[config.mk]
export PLATFORM = sky130hd
export DESIGN_NAME = pmsup_top
export DESIGN_NICKNAME = d
export VERILOG_FILES = /design/src/pmsup_pkg.sv /design/src/pmsup_top.sv
export SDC_FILE = /design/constraint.sdc
export NUM_CORES = 1
export LEC_CHECK = 0
export ABC_CLOCK_PERIOD_IN_PS = 3100
export BUFFER_PORTS_ARGS = -buffer_cell sky130_fd_sc_hd__buf_2
export CORE_ASPECT_RATIO = 1.4
export CORE_MARGIN = 3
export CORE_UTILIZATION = 40
export DETAILED_ROUTE_END_ITERATION = 16
export GPL_TIMING_DRIVEN = 0
export PLACE_DENSITY = 0.55
export SKIP_LAST_GASP = 1
export SYNTH_ARGS = -nofsm -noshare
export SYNTH_HDL_FRONTEND = slang
export SYNTH_SLANG_ARGS = --single-unit
[constraint.sdc]
create_clock -name pclk -period 3.1 [get_ports pclk]
set_clock_uncertainty 0.1 [all_clocks]
set_input_delay 0.62 -clock pclk [delete_from_list [all_inputs] [get_ports pclk]]
set_output_delay 0.62 -clock pclk [all_outputs]
set_load 0.01 [all_outputs]
[src/pmsup_pkg.sv]
package pmsup_pkg;
  // ------------------------------------------------------------------
  // Clock and timing
  // ------------------------------------------------------------------
  localparam int unsigned CLK_HZ          = 25_000_000;
  localparam int unsigned THERM_OFF_MS    = 1000;   // Thermal off time, ms
  localparam int unsigned THERM_WIN_MS    = 60000;  // Restart observation window, ms
  localparam int unsigned FAIL_FILT_NS    = 2000;   // Supply fail filter, ns
  localparam int unsigned SHORT_DET_US    = 4000;   // Short detection time, us
  localparam int unsigned WAKE_PULSE_US   = 56;     // Wake indication pulse, us
  localparam int unsigned THERM_OFF_CYC   = CLK_HZ / 1000 * THERM_OFF_MS;
  localparam int unsigned THERM_WIN_CYC   = CLK_HZ / 1000 * THERM_WIN_MS;
  localparam int unsigned FAIL_FILT_CYC   = (FAIL_FILT_NS * 25 + 999) / 1000;
  localparam int unsigned SHORT_DET_CYC   = CLK_HZ / 1000 / 1000 * SHORT_DET_US;
  localparam int unsigned WAKE_PULSE_CYC  = CLK_HZ / 1000 / 1000 * WAKE_PULSE_US;
  localparam logic [2:0]  RESTART_LIMIT   = 3'h7;
  localparam int unsigned CNT_W           = 32;

  // ------------------------------------------------------------------
  // APB register map
  // ------------------------------------------------------------------
  localparam logic [7:0] ADDR_CTRL   = 8'h00;
  localparam logic [7:0] ADDR_WAKE   = 8'h04;
  localparam logic [7:0] ADDR_STAT   = 8'h08;
  localparam logic [7:0] ADDR_CLR    = 8'h0C;
  localparam logic [7:0] ADDR_WDOG   = 8'h10;

  // Control fields
  localparam int CTRL_STBY_CMD  = 0;   // Write 1: enter regulated standby
  localparam int CTRL_DEEP_CMD  = 1;   // Write 1: enter deep standby
  localparam int CTRL_AUX_ON    = 2;   // Aux regulator enable
  localparam int CTRL_HS_ON     = 3;   // High-side outputs enable
  localparam int CTRL_REL_ON    = 4;   // Relay outputs enable
  // Wake enable fields: can, lin, wake inputs 2..4, timer 5
  localparam logic [5:0] WAKE_EN_RESET = 6'h1F;
  localparam logic [4:0] CTRL_RESET    = 5'h1C;
  // Status clear fields
  localparam int CLR_MAIN_FAIL  = 0;
  localparam int CLR_AUX_FAIL   = 1;
  localparam int CLR_AUX_SHORT  = 2;
  localparam int CLR_FORCED     = 3;

  typedef enum logic [2:0] {
    PMSUP_ACTIVE, PMSUP_FLASH_CAN, PMSUP_FLASH_LIN,
    PMSUP_REG_STBY, PMSUP_THERM_OFF, PMSUP_DEEP_STBY
  } pmsup_mode_e;
endpackage : pmsup_pkg

[src/pmsup_top.sv]
// Function
// - Thermal level one turns off high-side, relay, aux regulator and LIN output.
// - Thermal level two also turns main regulator off for one second.
// - During the thermal off time all other wake sources are ignored.
// - Retry after off time; seven failed restarts in a minute force deep standby.
// - Main regulator short after turn-on forces deep standby.
// - Forced deep standby wakes on CAN, LIN, wake inputs or wake timer.
// - Each regulator latches a fail flag after 2 us low, cleared by command.
// - Regulator still low 4 ms after turn-on is a short; switch it off.
// - Main short sets forced deep standby flag and main supply fail flag.
// - Aux short sets aux short flag and aux supply fail flag.
// - Once a regulator rose above threshold its short detection is disabled.
// - Flash voltage on lin tx enters CAN flash, on can tx LIN flash.
// - CAN flash enables CAN transmitter and receiver and stops the watchdog; rest as active.
// - No transition from a flash mode into either standby, except deep standby on a main short.
// - Leaving flash gives no reset pulse; watchdog starts with long window.
// - Watchdog enable bit clears only in CAN flash; stays off afterwards.
// - Regulated standby only by command; low current mode disables watchdog.
// - Regulated standby turns off relays and LIN/CAN transmitters; keeps others.
// - Enabled wake in regulated standby returns to active and pulses irq pin.
// - After reset all wake sources enabled except the wake interrupt timer.
// - Timer expiry in regulated standby pulses irq pin and enters active.
// - Each wake indication, except load current, is one 56 us low pulse.
`timescale 1ns/10ps
`default_nettype none
module pmsup_top
  import pmsup_pkg::*;
#(
  parameter int unsigned THERM_OFF_CYCLES = THERM_OFF_CYC,
  parameter int unsigned THERM_WIN_CYCLES = THERM_WIN_CYC,
  parameter int unsigned SHORT_DET_CYCLES = SHORT_DET_CYC
) (
  // Clock and reset
  input  wire logic        pclk,
  input  wire logic        presetn,
  // APB slave
  input  wire logic        psel,
  input  wire logic        penable,
  input  wire logic        pwrite,
  input  wire logic [7:0]  paddr,
  input  wire logic [31:0] pwdata,
  output logic             pready,
  output logic             pslverr,
  output logic [31:0]      prdata,
  // Analogue monitors
  input  wire logic        thermal_level_one,
  input  wire logic        thermal_level_two,
  input  wire logic        main_regulator_low,
  input  wire logic        aux_regulator_low,
  input  wire logic        load_current_low,
  input  wire logic        lin_tx_flash,
  input  wire logic        can_tx_flash,
  // Wake sources
  input  wire logic        can_wake,
  input  wire logic        lin_wake,
  input  wire logic [2:0]  wake_inputs,
  input  wire logic        wake_interrupt_timer,
  // Controls
  output logic             main_regulator_en,
  output logic             aux_regulator_en,
  output logic             main_low_current,
  output logic             hs_out_en,
  output logic             relay_en,
  output logic             lin_tx_en,
  output logic             can_trx_en,
  output logic             watchdog_run,
  output logic             watchdog_long_window,
  output logic             lin_rx_wake_irq_pin_n,
  output logic             mcu_reset_out_n
);

  // ------------------------------------------------------------------
  // State
  // ------------------------------------------------------------------
  pmsup_mode_e      mode_reg, mode_next;
  logic [4:0]       ctrl_reg;
  logic [5:0]       wake_en_reg;
  logic             watchdog_enable_bit_reg;
  logic             main_fail_reg, aux_fail_reg, aux_short_reg, forced_reg;
  logic             main_up_reg, aux_up_reg;
  logic [CNT_W-1:0] main_low_cnt_reg, aux_low_cnt_reg;
  logic [CNT_W-1:0] main_on_cnt_reg, aux_on_cnt_reg;
  logic [CNT_W-1:0] toff_cnt_reg, win_cnt_reg, pulse_cnt_reg;
  logic [2:0]       restart_cnt_reg;
  logic             aux_short_off_reg, low_cur_reg, long_win_reg;
  logic [2:0]       wake_in_d_reg;
  logic             tx_flash_d_reg;

  // Saturating counter step used by every timer except the down-counting wake pulse counter
  function automatic logic [CNT_W-1:0] sat_inc(input logic [CNT_W-1:0] v);
    sat_inc = (v == {CNT_W{1'b1}}) ? v : v + 1'b1;
  endfunction : sat_inc

  // ------------------------------------------------------------------
  // APB decode
  // ------------------------------------------------------------------
  wire wr_en   = psel & penable & pwrite;
  wire wr_ctrl = wr_en & (paddr == ADDR_CTRL);
  wire wr_wake = wr_en & (paddr == ADDR_WAKE);
  wire wr_clr  = wr_en & (paddr == ADDR_CLR);
  wire wr_wdog = wr_en & (paddr == ADDR_WDOG);
  wire mapped  = (paddr == ADDR_CTRL) | (paddr == ADDR_WAKE) | (paddr == ADDR_STAT)
               | (paddr == ADDR_CLR) | (paddr == ADDR_WDOG);
  assign pready  = 1'b1;
  assign pslverr = psel & penable & ~mapped;

  // ------------------------------------------------------------------
  // Supply monitors and wake decode
  // ------------------------------------------------------------------
  // filtered fail detect
  wire main_fail_evt = main_low_cnt_reg >= CNT_W'(FAIL_FILT_CYC);
  wire aux_fail_evt  = aux_low_cnt_reg >= CNT_W'(FAIL_FILT_CYC);
  wire main_short = main_regulator_en & ~main_up_reg & main_regulator_low
                  & (main_on_cnt_reg >= CNT_W'(SHORT_DET_CYCLES));
  wire aux_short  = aux_regulator_en & ~aux_up_reg & aux_regulator_low
                  & (aux_on_cnt_reg >= CNT_W'(SHORT_DET_CYCLES));
  wire [2:0] wake_edge = wake_inputs ^ wake_in_d_reg;
  wire wake_hw  = (can_wake & wake_en_reg[0]) | (lin_wake & wake_en_reg[1])
                | (|(wake_edge & wake_en_reg[4:2]));
  wire wake_tmr = wake_interrupt_timer & wake_en_reg[5];
  wire in_flash = (mode_reg == PMSUP_FLASH_CAN) | (mode_reg == PMSUP_FLASH_LIN);
  wire toff_done = toff_cnt_reg >= CNT_W'(THERM_OFF_CYCLES);
  wire win_done  = win_cnt_reg >= CNT_W'(THERM_WIN_CYCLES);
  wire tx_flash  = lin_tx_flash | can_tx_flash;

  // ------------------------------------------------------------------
  // Mode selection
  // ------------------------------------------------------------------
  always_comb begin
    mode_next = mode_reg;
    case (mode_reg)
      PMSUP_ACTIVE: begin
        if (lin_tx_flash) begin
          mode_next = PMSUP_FLASH_CAN;
        end else if (can_tx_flash) begin
          mode_next = PMSUP_FLASH_LIN;
        end else if (wr_ctrl & pwdata[CTRL_STBY_CMD]) begin
          mode_next = PMSUP_REG_STBY;
        end else if (wr_ctrl & pwdata[CTRL_DEEP_CMD]) begin
          mode_next = PMSUP_DEEP_STBY;
        end
      end
      // flash modes leave to active; only thermal level two or a main short overrides
      PMSUP_FLASH_CAN, PMSUP_FLASH_LIN: begin
        if (!tx_flash) begin
          mode_next = PMSUP_ACTIVE;
        end
      end
      PMSUP_REG_STBY: begin
        if (wake_hw | wake_tmr) begin
          mode_next = PMSUP_ACTIVE;
        end
      end
      PMSUP_THERM_OFF: begin
        if (toff_done) begin
          mode_next = (restart_cnt_reg >= RESTART_LIMIT) ? PMSUP_DEEP_STBY : PMSUP_ACTIVE;
        end
      end
      PMSUP_DEEP_STBY: begin
        if (wake_hw | wake_tmr) begin
          mode_next = PMSUP_ACTIVE;
        end
      end
      default: mode_next = PMSUP_ACTIVE;
    endcase
    if (thermal_level_two & (mode_reg != PMSUP_THERM_OFF) & (mode_reg != PMSUP_DEEP_STBY)) begin
      mode_next = PMSUP_THERM_OFF;
    end
    if (main_short) begin
      mode_next = PMSUP_DEEP_STBY;
    end
  end

  // ------------------------------------------------------------------
  // Mode and thermal restart bookkeeping
  // ------------------------------------------------------------------
  always_ff @(posedge pclk or negedge presetn) begin
    if (!presetn) begin
      mode_reg        <= PMSUP_ACTIVE;
      toff_cnt_reg    <= '0;
      win_cnt_reg     <= '0;
      restart_cnt_reg <= '0;
    end else begin
      mode_reg     <= mode_next;
      toff_cnt_reg <= (mode_reg == PMSUP_THERM_OFF) ? sat_inc(toff_cnt_reg) : '0;
      if (win_done | (restart_cnt_reg == '0)) begin
        win_cnt_reg <= '0;
      end else begin
        win_cnt_reg <= sat_inc(win_cnt_reg);
      end
      if (mode_reg != PMSUP_THERM_OFF && mode_next == PMSUP_THERM_OFF) begin
        restart_cnt_reg <= win_done ? 3'h1 : restart_cnt_reg + 3'h1;
      end else if (win_done | (mode_next == PMSUP_DEEP_STBY)) begin
        restart_cnt_reg <= '0;
      end
    end
  end

  // ------------------------------------------------------------------
  // Supply filters and short timers
  // ------------------------------------------------------------------
  always_ff @(posedge pclk or negedge presetn) begin
    if (!presetn) begin
      main_low_cnt_reg <= '0;
      aux_low_cnt_reg  <= '0;
      main_on_cnt_reg  <= '0;
      aux_on_cnt_reg   <= '0;
      main_up_reg      <= 1'b0;
      aux_up_reg       <= 1'b0;
      wake_in_d_reg    <= '0;
    end else begin
      main_low_cnt_reg <= main_regulator_low ? sat_inc(main_low_cnt_reg) : '0;
      aux_low_cnt_reg  <= aux_regulator_low ? sat_inc(aux_low_cnt_reg) : '0;
      main_on_cnt_reg  <= main_regulator_en ? sat_inc(main_on_cnt_reg) : '0;
      aux_on_cnt_reg   <= aux_regulator_en ? sat_inc(aux_on_cnt_reg) : '0;
      if (main_regulator_en & ~main_regulator_low) begin
        main_up_reg <= 1'b1;
      end
      if (aux_regulator_en & ~aux_regulator_low) begin
        aux_up_reg <= 1'b1;
      end
      wake_in_d_reg <= wake_inputs;
    end
  end

  // ------------------------------------------------------------------
  // Status flags; a set in the clear cycle wins
  // ------------------------------------------------------------------
  always_ff @(posedge pclk or negedge presetn) begin
    if (!presetn) begin
      main_fail_reg     <= 1'b0;
      aux_fail_reg      <= 1'b0;
      aux_short_reg     <= 1'b0;
      forced_reg        <= 1'b0;
      aux_short_off_reg <= 1'b0;
    end else begin
      main_fail_reg <= (main_fail_evt | main_short)
                     | (main_fail_reg & ~(wr_clr & pwdata[CLR_MAIN_FAIL]));
      aux_fail_reg  <= (aux_fail_evt | aux_short)
                     | (aux_fail_reg & ~(wr_clr & pwdata[CLR_AUX_FAIL]));
      aux_short_reg <= aux_short | (aux_short_reg & ~(wr_clr & pwdata[CLR_AUX_SHORT]));
      forced_reg    <= main_short
                     | (toff_done & (mode_reg == PMSUP_THERM_OFF)
                        & (restart_cnt_reg >= RESTART_LIMIT))
                     | (forced_reg & ~(wr_clr & pwdata[CLR_FORCED]));
      aux_short_off_reg <= aux_short | aux_short_off_reg;
    end
  end

  // ------------------------------------------------------------------
  // Control registers and watchdog state
  // ------------------------------------------------------------------
  always_ff @(posedge pclk or negedge presetn) begin
    if (!presetn) begin
      ctrl_reg                <= CTRL_RESET;
      wake_en_reg             <= WAKE_EN_RESET;
      watchdog_enable_bit_reg <= 1'b1;
      low_cur_reg             <= 1'b0;
      long_win_reg            <= 1'b1;
      tx_flash_d_reg          <= 1'b0;
    end else begin
      tx_flash_d_reg <= in_flash;
      if (wr_ctrl) begin
        ctrl_reg <= pwdata[4:0];
      end
      if (wr_wake) begin
        wake_en_reg <= pwdata[5:0];
      end
      // clear allowed only in CAN flash
      if (wr_wdog & (mode_reg == PMSUP_FLASH_CAN)) begin
        watchdog_enable_bit_reg <= pwdata[0];
      end
      low_cur_reg <= (mode_reg == PMSUP_REG_STBY) & load_current_low;
      // long window after flash exit or wake
      if ((tx_flash_d_reg & ~in_flash) | (mode_reg != PMSUP_ACTIVE && mode_next == PMSUP_ACTIVE)) begin
        long_win_reg <= 1'b1;
      end else if (wr_wdog) begin
        long_win_reg <= 1'b0;
      end
    end
  end

  // ------------------------------------------------------------------
  // Wake indication pulse
  // ------------------------------------------------------------------
  always_ff @(posedge pclk or negedge presetn) begin
    if (!presetn) begin
      pulse_cnt_reg <= '0;
    end else if ((mode_reg == PMSUP_REG_STBY) & (mode_next == PMSUP_ACTIVE)) begin
      pulse_cnt_reg <= CNT_W'(WAKE_PULSE_CYC);
    end else if (pulse_cnt_reg != '0) begin
      pulse_cnt_reg <= pulse_cnt_reg - 1'b1;
    end
  end

  // ------------------------------------------------------------------
  // Outputs
  // ------------------------------------------------------------------
  wire standby = (mode_reg == PMSUP_REG_STBY);
  wire hot     = thermal_level_one | (mode_reg == PMSUP_THERM_OFF);
  wire off_all = (mode_reg == PMSUP_DEEP_STBY);
  assign main_regulator_en     = ~(off_all | (mode_reg == PMSUP_THERM_OFF));
  assign aux_regulator_en      = ctrl_reg[CTRL_AUX_ON] & ~hot & ~aux_short_off_reg;
  assign hs_out_en             = ctrl_reg[CTRL_HS_ON] & ~hot;
  assign relay_en              = ctrl_reg[CTRL_REL_ON] & ~hot & ~standby & ~off_all;
  assign lin_tx_en             = ~hot & ~standby & ~off_all;
  assign can_trx_en            = (mode_reg == PMSUP_FLASH_CAN) | (~standby & ~off_all);
  assign main_low_current      = low_cur_reg;
  assign watchdog_run          = watchdog_enable_bit_reg & ~in_flash & ~low_cur_reg
                               & main_regulator_en;
  assign watchdog_long_window  = long_win_reg;
  assign lin_rx_wake_irq_pin_n = (pulse_cnt_reg == '0);
  // no reset pulse on flash exit
  assign mcu_reset_out_n       = main_regulator_en;

  // APB read mux
  always_ff @(posedge pclk or negedge presetn) begin
    if (!presetn) begin
      prdata <= '0;
    end else if (psel & ~penable & ~pwrite) begin
      case (paddr)
        ADDR_CTRL: prdata <= {27'h000_0000, ctrl_reg};
        ADDR_WAKE: prdata <= {26'h000_0000, wake_en_reg};
        ADDR_STAT: prdata <= {22'h00_0000, restart_cnt_reg, 3'(mode_reg),
                              forced_reg, aux_short_reg, aux_fail_reg, main_fail_reg};
        ADDR_WDOG: prdata <= {31'h0000_0000, watchdog_enable_bit_reg};
        default:   prdata <= '0;
      endcase
    end
  end

endmodule : pmsup_top
`default_nettype wire

* Word level (Yosys, flattened, before mapping)
Index checks and enable logic that the tools add are counted.
W data, S select, Z words.
** Storage, ports and cells
- Word-level logic and storage cells :: 203
- Output and inout bits :: 45
- Register bits :: 287
- Input bits :: 58
** Cells by class
- Bitwise gates (word level) :: 93
- Multiplexer cells :: 31
- Add/sub/neg operators :: 8
- Magnitude comparators :: 7
- Eq/ne operators :: 25
- Reduce and logical (&&, ||, !) cells :: 15
** Operators with widths (number)
- $mux W32 :: 14
- $add A32 B1 Y32 const B :: 6
- $eq A32 B32 Y1 const B :: 6
- $ge A32 B17 Y1 const B :: 2
- $ge A32 B6 Y1 const B :: 2
- $and A1 B1 Y1 :: 50
- $pmux W10 S4 :: 1
- $mux W3 :: 13
- $ge A32 B25 Y1 const B :: 1
- $ge A32 B31 Y1 const B :: 1
- $logic_not A32 Y1 :: 1
- $reduce_bool A32 Y1 :: 1
- $sub A32 B1 Y32 const B :: 1
- $or A1 B1 Y1 :: 23
- $not A1 Y1 :: 18
- $eq A8 B4 Y1 const B :: 2
- $eq A3 B3 Y1 const B :: 4
- $pmux W3 S4 :: 1
- $ne A2 B2 Y1 const B :: 5
- $logic_not A3 Y1 :: 3
- $eq A8 B3 Y1 const B :: 1
- $eq A8 B5 Y1 const B :: 1
- $logic_not A8 Y1 :: 1
- $eq A3 B2 Y1 const B :: 2
- 13 further kinds :: 19

* Longest topological paths before layout
- Depth in word-level cells :: 15
- Depth in mapped cells :: 11
- Mapped depth without buffers :: 9

* Least setup slack after synthesis
No wires, ideal clock.
- Path kind :: input-to-reg
- Start point :: input port paddr[1]
- End point :: register pulse_cnt_reg[10]
- Data required time :: 2.868 ns
- Arrival time :: 2.557 ns
- Cell stages on the path :: 7
- Setup slack :: 0.311 ns
- Path buffers :: 0
- Library setup time :: 0.132 ns
- Path through :: or4_1 nor3_1 nand2_1 o221a_2 a21boi_0 nor3b_2 or3b_1
** On the way
- Word-level cells in the longest chain between the ends :: 13
- Elaborated cells between the ends (all ways) :: 15
- Those cells by class :: mux (8); bitwise (4); reduce/logical (3)
** RTL lines
- start, declared :: RTL line pmsup_top.sv:40 : input wire logic [7:0] paddr,
- $logic_not A8 Y1 * :: RTL line pmsup_top.sv:98 : wire wr_ctrl = wr_en & (paddr == ADDR_CTRL);
- $and A1 B1 Y1 * :: RTL line pmsup_top.sv:98
- $and A1 B1 Y1 :: RTL line pmsup_top.sv:139 : end else if (wr_ctrl & pwdata[CTRL_DEEP_CMD]) begin
- $mux W3 :: RTL line pmsup_top.sv:139
- $mux W3 * :: RTL line pmsup_top.sv:137 : end else if (wr_ctrl & pwdata[CTRL_STBY_CMD]) begin
- $mux W3 * :: RTL line pmsup_top.sv:135 : end else if (can_tx_flash) begin
- $mux W3 * :: RTL line pmsup_top.sv:133 : if (lin_tx_flash) begin
- $pmux W3 S4 * :: RTL line pmsup_top.sv:131 : case (mode_reg)
- $mux W3 * :: RTL line pmsup_top.sv:166 : if (thermal_level_two & (mode_reg != PMSUP_THERM_OFF) & (mode_reg != PMSUP_DEEP_STBY)) begin
- $mux W3 * :: RTL line pmsup_top.sv:169 : if (main_short) begin
- $logic_not A3 Y1 * :: RTL line pmsup_top.sv:289 : end else if ((mode_reg == PMSUP_REG_STBY) & (mode_next == PMSUP_ACTIVE)) begin
- $and A1 B1 Y1 * :: RTL line pmsup_top.sv:289
- $mux W32 or $reduce_bool A2 Y1 (tied branches)
- end signal, assigned :: RTL line pmsup_top.sv:290 : pulse_cnt_reg <= CNT_W'(WAKE_PULSE_CYC);
- end signal, assigned :: RTL line pmsup_top.sv:292 : pulse_cnt_reg <= pulse_cnt_reg - 1'b1;
- end, declared :: RTL line pmsup_top.sv:83 : logic [CNT_W-1:0] toff_cnt_reg, win_cnt_reg, pulse_cnt_reg;
Mark *: on every way between the ends. The rest lies on a longest branch, timed or not.
A chain may end at the register's enable or synchronous reset.

* Final worst setup path
- Start point :: register pulse_cnt_reg[24]
- End point :: output port lin_rx_wake_irq_pin_n
** On the way
- Word-level cells in the longest chain between the ends :: 1
** RTL lines
- $logic_not A32 Y1 :: RTL line pmsup_top.sv:312 : assign lin_rx_wake_irq_pin_n = (pulse_cnt_reg == '0);
- end, declared :: RTL line pmsup_top.sv:68 : output logic lin_rx_wake_irq_pin_n,
Every way passes these cells.

==> flow_summary_export.csv <==
group,metric,value,unit
run_status,status,"complete, but fails checks",
run_status,violations,"setup timing",
yosys,avgSynthCellArea,9.38,sq um
cells_and_area,mostFrequentLayoutCells,"dfrtp_1, nor2_1, nand2_1",
clocking,tritoncts,"yes",
yosys,netlist_area,13800,sq um
worst_setup_path,crit_path_start_kind,"flop",
floorplan,start_util,41.0,%
worst_setup_path,crit_arrival,2440,ps
yosys,ys.flop_type,"dfrtp_1",
floorplan,die-area,36900,sq um
clocking,clkLatencyLatePin,560,ps
grt,grt_pass1_vias,10700,
worst_hold_path,hold_class,"input pin to flop",
detailed_routing,drcViolationCount,0,
yosys,ys_types,66,
grt,grt-ovfl-total,0,
timing,fmax,317,MHz
yosys,synth_edf_count,0,
detailed_routing,drt_pass1_iterations,7,
detailed_routing,drt-total-wl,31700,um
clocking,cts_sinks,265,
timing,worstMarginPinSlew,959,ps
detailed_routing,drt_iter0_drc,517,
pwr,power.static_leakage,6.84,nW
detailed_routing,vias_per_cell,5.21,
clocking,ctsRootBufferMaster,"clkbuf_16",
placed_design,gp_congestion,0.849,
pwr,peakVddDrop,400,uV
worst_setup_path,path_max_fanout,4,
placed_design,place_area,14800,sq um
timing,finalSetupViolations,1,
detailed_routing,vias,10700,
floorplan,dieHeight,226,um
detailed_routing,final_antenna_net_count,0,
clocking,h-tree-depth,1,
grt,grt_use_met2,29.6,%
placed_design,io_buffer_count,53,
timing,whs,93.0,ps
clocking,cts_buffers,29,
grt,grt_busiest_layer,"met2",
timing,fin_crit,3160,ps
cells_and_area,final_common_cell,"dfrtp_1",
timing,rsz0062_at_grt,"true",
grt,grt_pass1_wl,53500,um
floorplan,die_x,163,um
placed_design,placed_cells,1996,
yosys,synth_seq_cells,265,
grt,use_met3,3.89,%
yosys,async_flop_share,100,%
worst_setup_path,regToRegSetupSlack,290,ps
cells_and_area,area_growth,15.7,%
clocking,clk_pin_slew,60,ps
yosys,yosysWarnings,0,
cells_and_area,stdcell_count,2054,
worst_setup_path,endpoint_kind,"output port",
pwr,finalPower,8.92,mW
cells_and_area,antenna_cells,0,
grt,grt_max_degree,107,
floorplan,ios,103,
timing,fin_tns_setup,-58.9,ps
grt,grt_util_met1,22.2,%
timing,fin_ws,-58.9,ps
worst_setup_path,critical_path_required,2380,ps
floorplan,row_count,79,
timing,min_period_over_period,102,%
pwr,cellPowerDensity,558,nW/um^2
grt,grt_usage,17.4,%
cells_and_area,drive_above_1_share,11.8,%
timing,hold_viol,0,
timing,maxSlewViolCount,0,
floorplan,core,33700,sq um
timing,max_slew_margin,35.5,%
cells_and_area,fin_nets,1662,
clocking,clock_path_buffers,3,
placed_design,dp_hpwl,22300,um
grt,antenna_found_initial,6,
detailed_routing,post_drt_wl_per_cell,15.4,um
cells_and_area,finalInstanceArea,16000,sq um
yosys,yosysSeqAreaShare,48.1,%
run,cap_violations,0,
worst_setup_path,worstSetupPathType,"flop to output port",
yosys,synth_cells,1474,
==> critical path, cell delays in order, from the launching register on <==
cell	delay (ps)
dfrtp_1	420
or4_1	570
or3_4	370
nor3_4	200
and3_4	210
buf_2	120
==> logic make-up (layout without fill, tap and decap cells) <==
| group | after synthesis | after routing | synth area share [%] |
|---|---|---|---|
| AOI/OAI and AO/OA | 133 | 133 | 6.09 |
| other | 2 | 24 | 0.0543 |
| adders and majority gates | 16 | 16 | 1.45 |
| xor gates and xnor gates | 187 | 187 | 11.8 |
| DFF | 265 | 265 | 48.1 |
| buffers and inverters | 96 | 209 | 3.40 |
| muxes | 20 | 20 | 1.56 |
| and+or+nand+nor | 755 | 755 | 27.5 |
==> cells in the mapped netlist, drive strengths merged (6+ instances only) <==
| library cell | instances | area [sq um] |
|---|---|---|
| dfrtp | 255 | 6380 |
| nor2 | 245 | 920 |
| nand2 | 124 | 475 |
| xor2 | 113 | 990 |
| nand3 | 91 | 455 |
| xnor2 | 74 | 648 |
| nor3 | 48 | 252 |
| and3 | 44 | 275 |
| a21oi | 40 | 204 |
| nor4 | 39 | 287 |
| nand4 | 38 | 238 |
| o21ai | 38 | 190 |
| inv | 34 | 128 |
| clkbuf | 32 | 120 |
| buf | 30 | 223 |
| or3 | 29 | 186 |
| and2 | 24 | 150 |
| and4 | 23 | 201 |
| ha | 16 | 200 |
| mux2 | 12 | 135 |
| or4 | 12 | 90.1 |
| dfstp | 10 | 263 |
| nand2b | 9 | 56.3 |
| mux2i | 8 | 80.1 |
| a31oi | 7 | 43.8 |
| a211oi | 6 | 45.0 |
| a22o | 6 | 52.6 |
| nor2b | 6 | 37.5 |
| or2 | 6 | 37.5 |
==> layer usage <==
layer	wire length (um)	part of all wire, %
met1	13900	44
met2	15400	49
met3	1560	4.9
met4	755	2.4
met5	82	0.26
==> report_power, final <==
group	total [mW]	leakage (nW)	internal, mW	switching [mW]
Combinational	1.20	2.80	0.409	0.788
Sequential	3.79	3.52	3.62	0.169
Clock	3.93	0.523	2.48	1.46
Total	8.92	6.84	6.51	2.41
==> area by class of cell <==
class	instances	area, sq um
tap	445	557
sequential	265	6640
buffer	61	342
clock inverter	14	282
multi-input combinational	1135	6860
clock buffer	38	800
inverter	34	128
fill	3303	17700
timing repair buffer	62	385
==> through the flow <==
stage | worst slack (ps) | util [%]
final | -58.9 | 47.4
after global routing | -159 | 47.4
after CTS | -181 | 47.2
after detailed placement | -217 | 43.9
after global placement | -3820 | 43.7
after floorplan | 311 | -
==> worst paths after layout <==
| check | startpoint | end | cells after the start |
|---|---|---|---|
| max | pulse_cnt_reg[24] | lin_rx_wake_irq_pin_n | 5 |
| min | wake_inputs[2] | wake_in_d_reg[2] | 1 |
| max reg2reg | main_on_cnt_reg[20] | main_on_cnt_reg[26] | 7 |
| min reg2reg | prdata[0] | prdata[0] | 2 |
| max in group asynchronous | presetn | win_cnt_reg[3] | 3 |
| min in group asynchronous | presetn | toff_cnt_reg[3] | 2 |
==> timing repair <==
action / 4_1_cts / 5_1_grt
gates resized for setup: 5 / 12
pin swaps: 2 / 2
buffers inserted: 2 / 4
hold buffers: 1 / 0
endpoints found under the setup margin: 37 / 34
endpoints found under the hold margin: 21 / 0
Note: power is estimated with default switching activity, not from simulation.
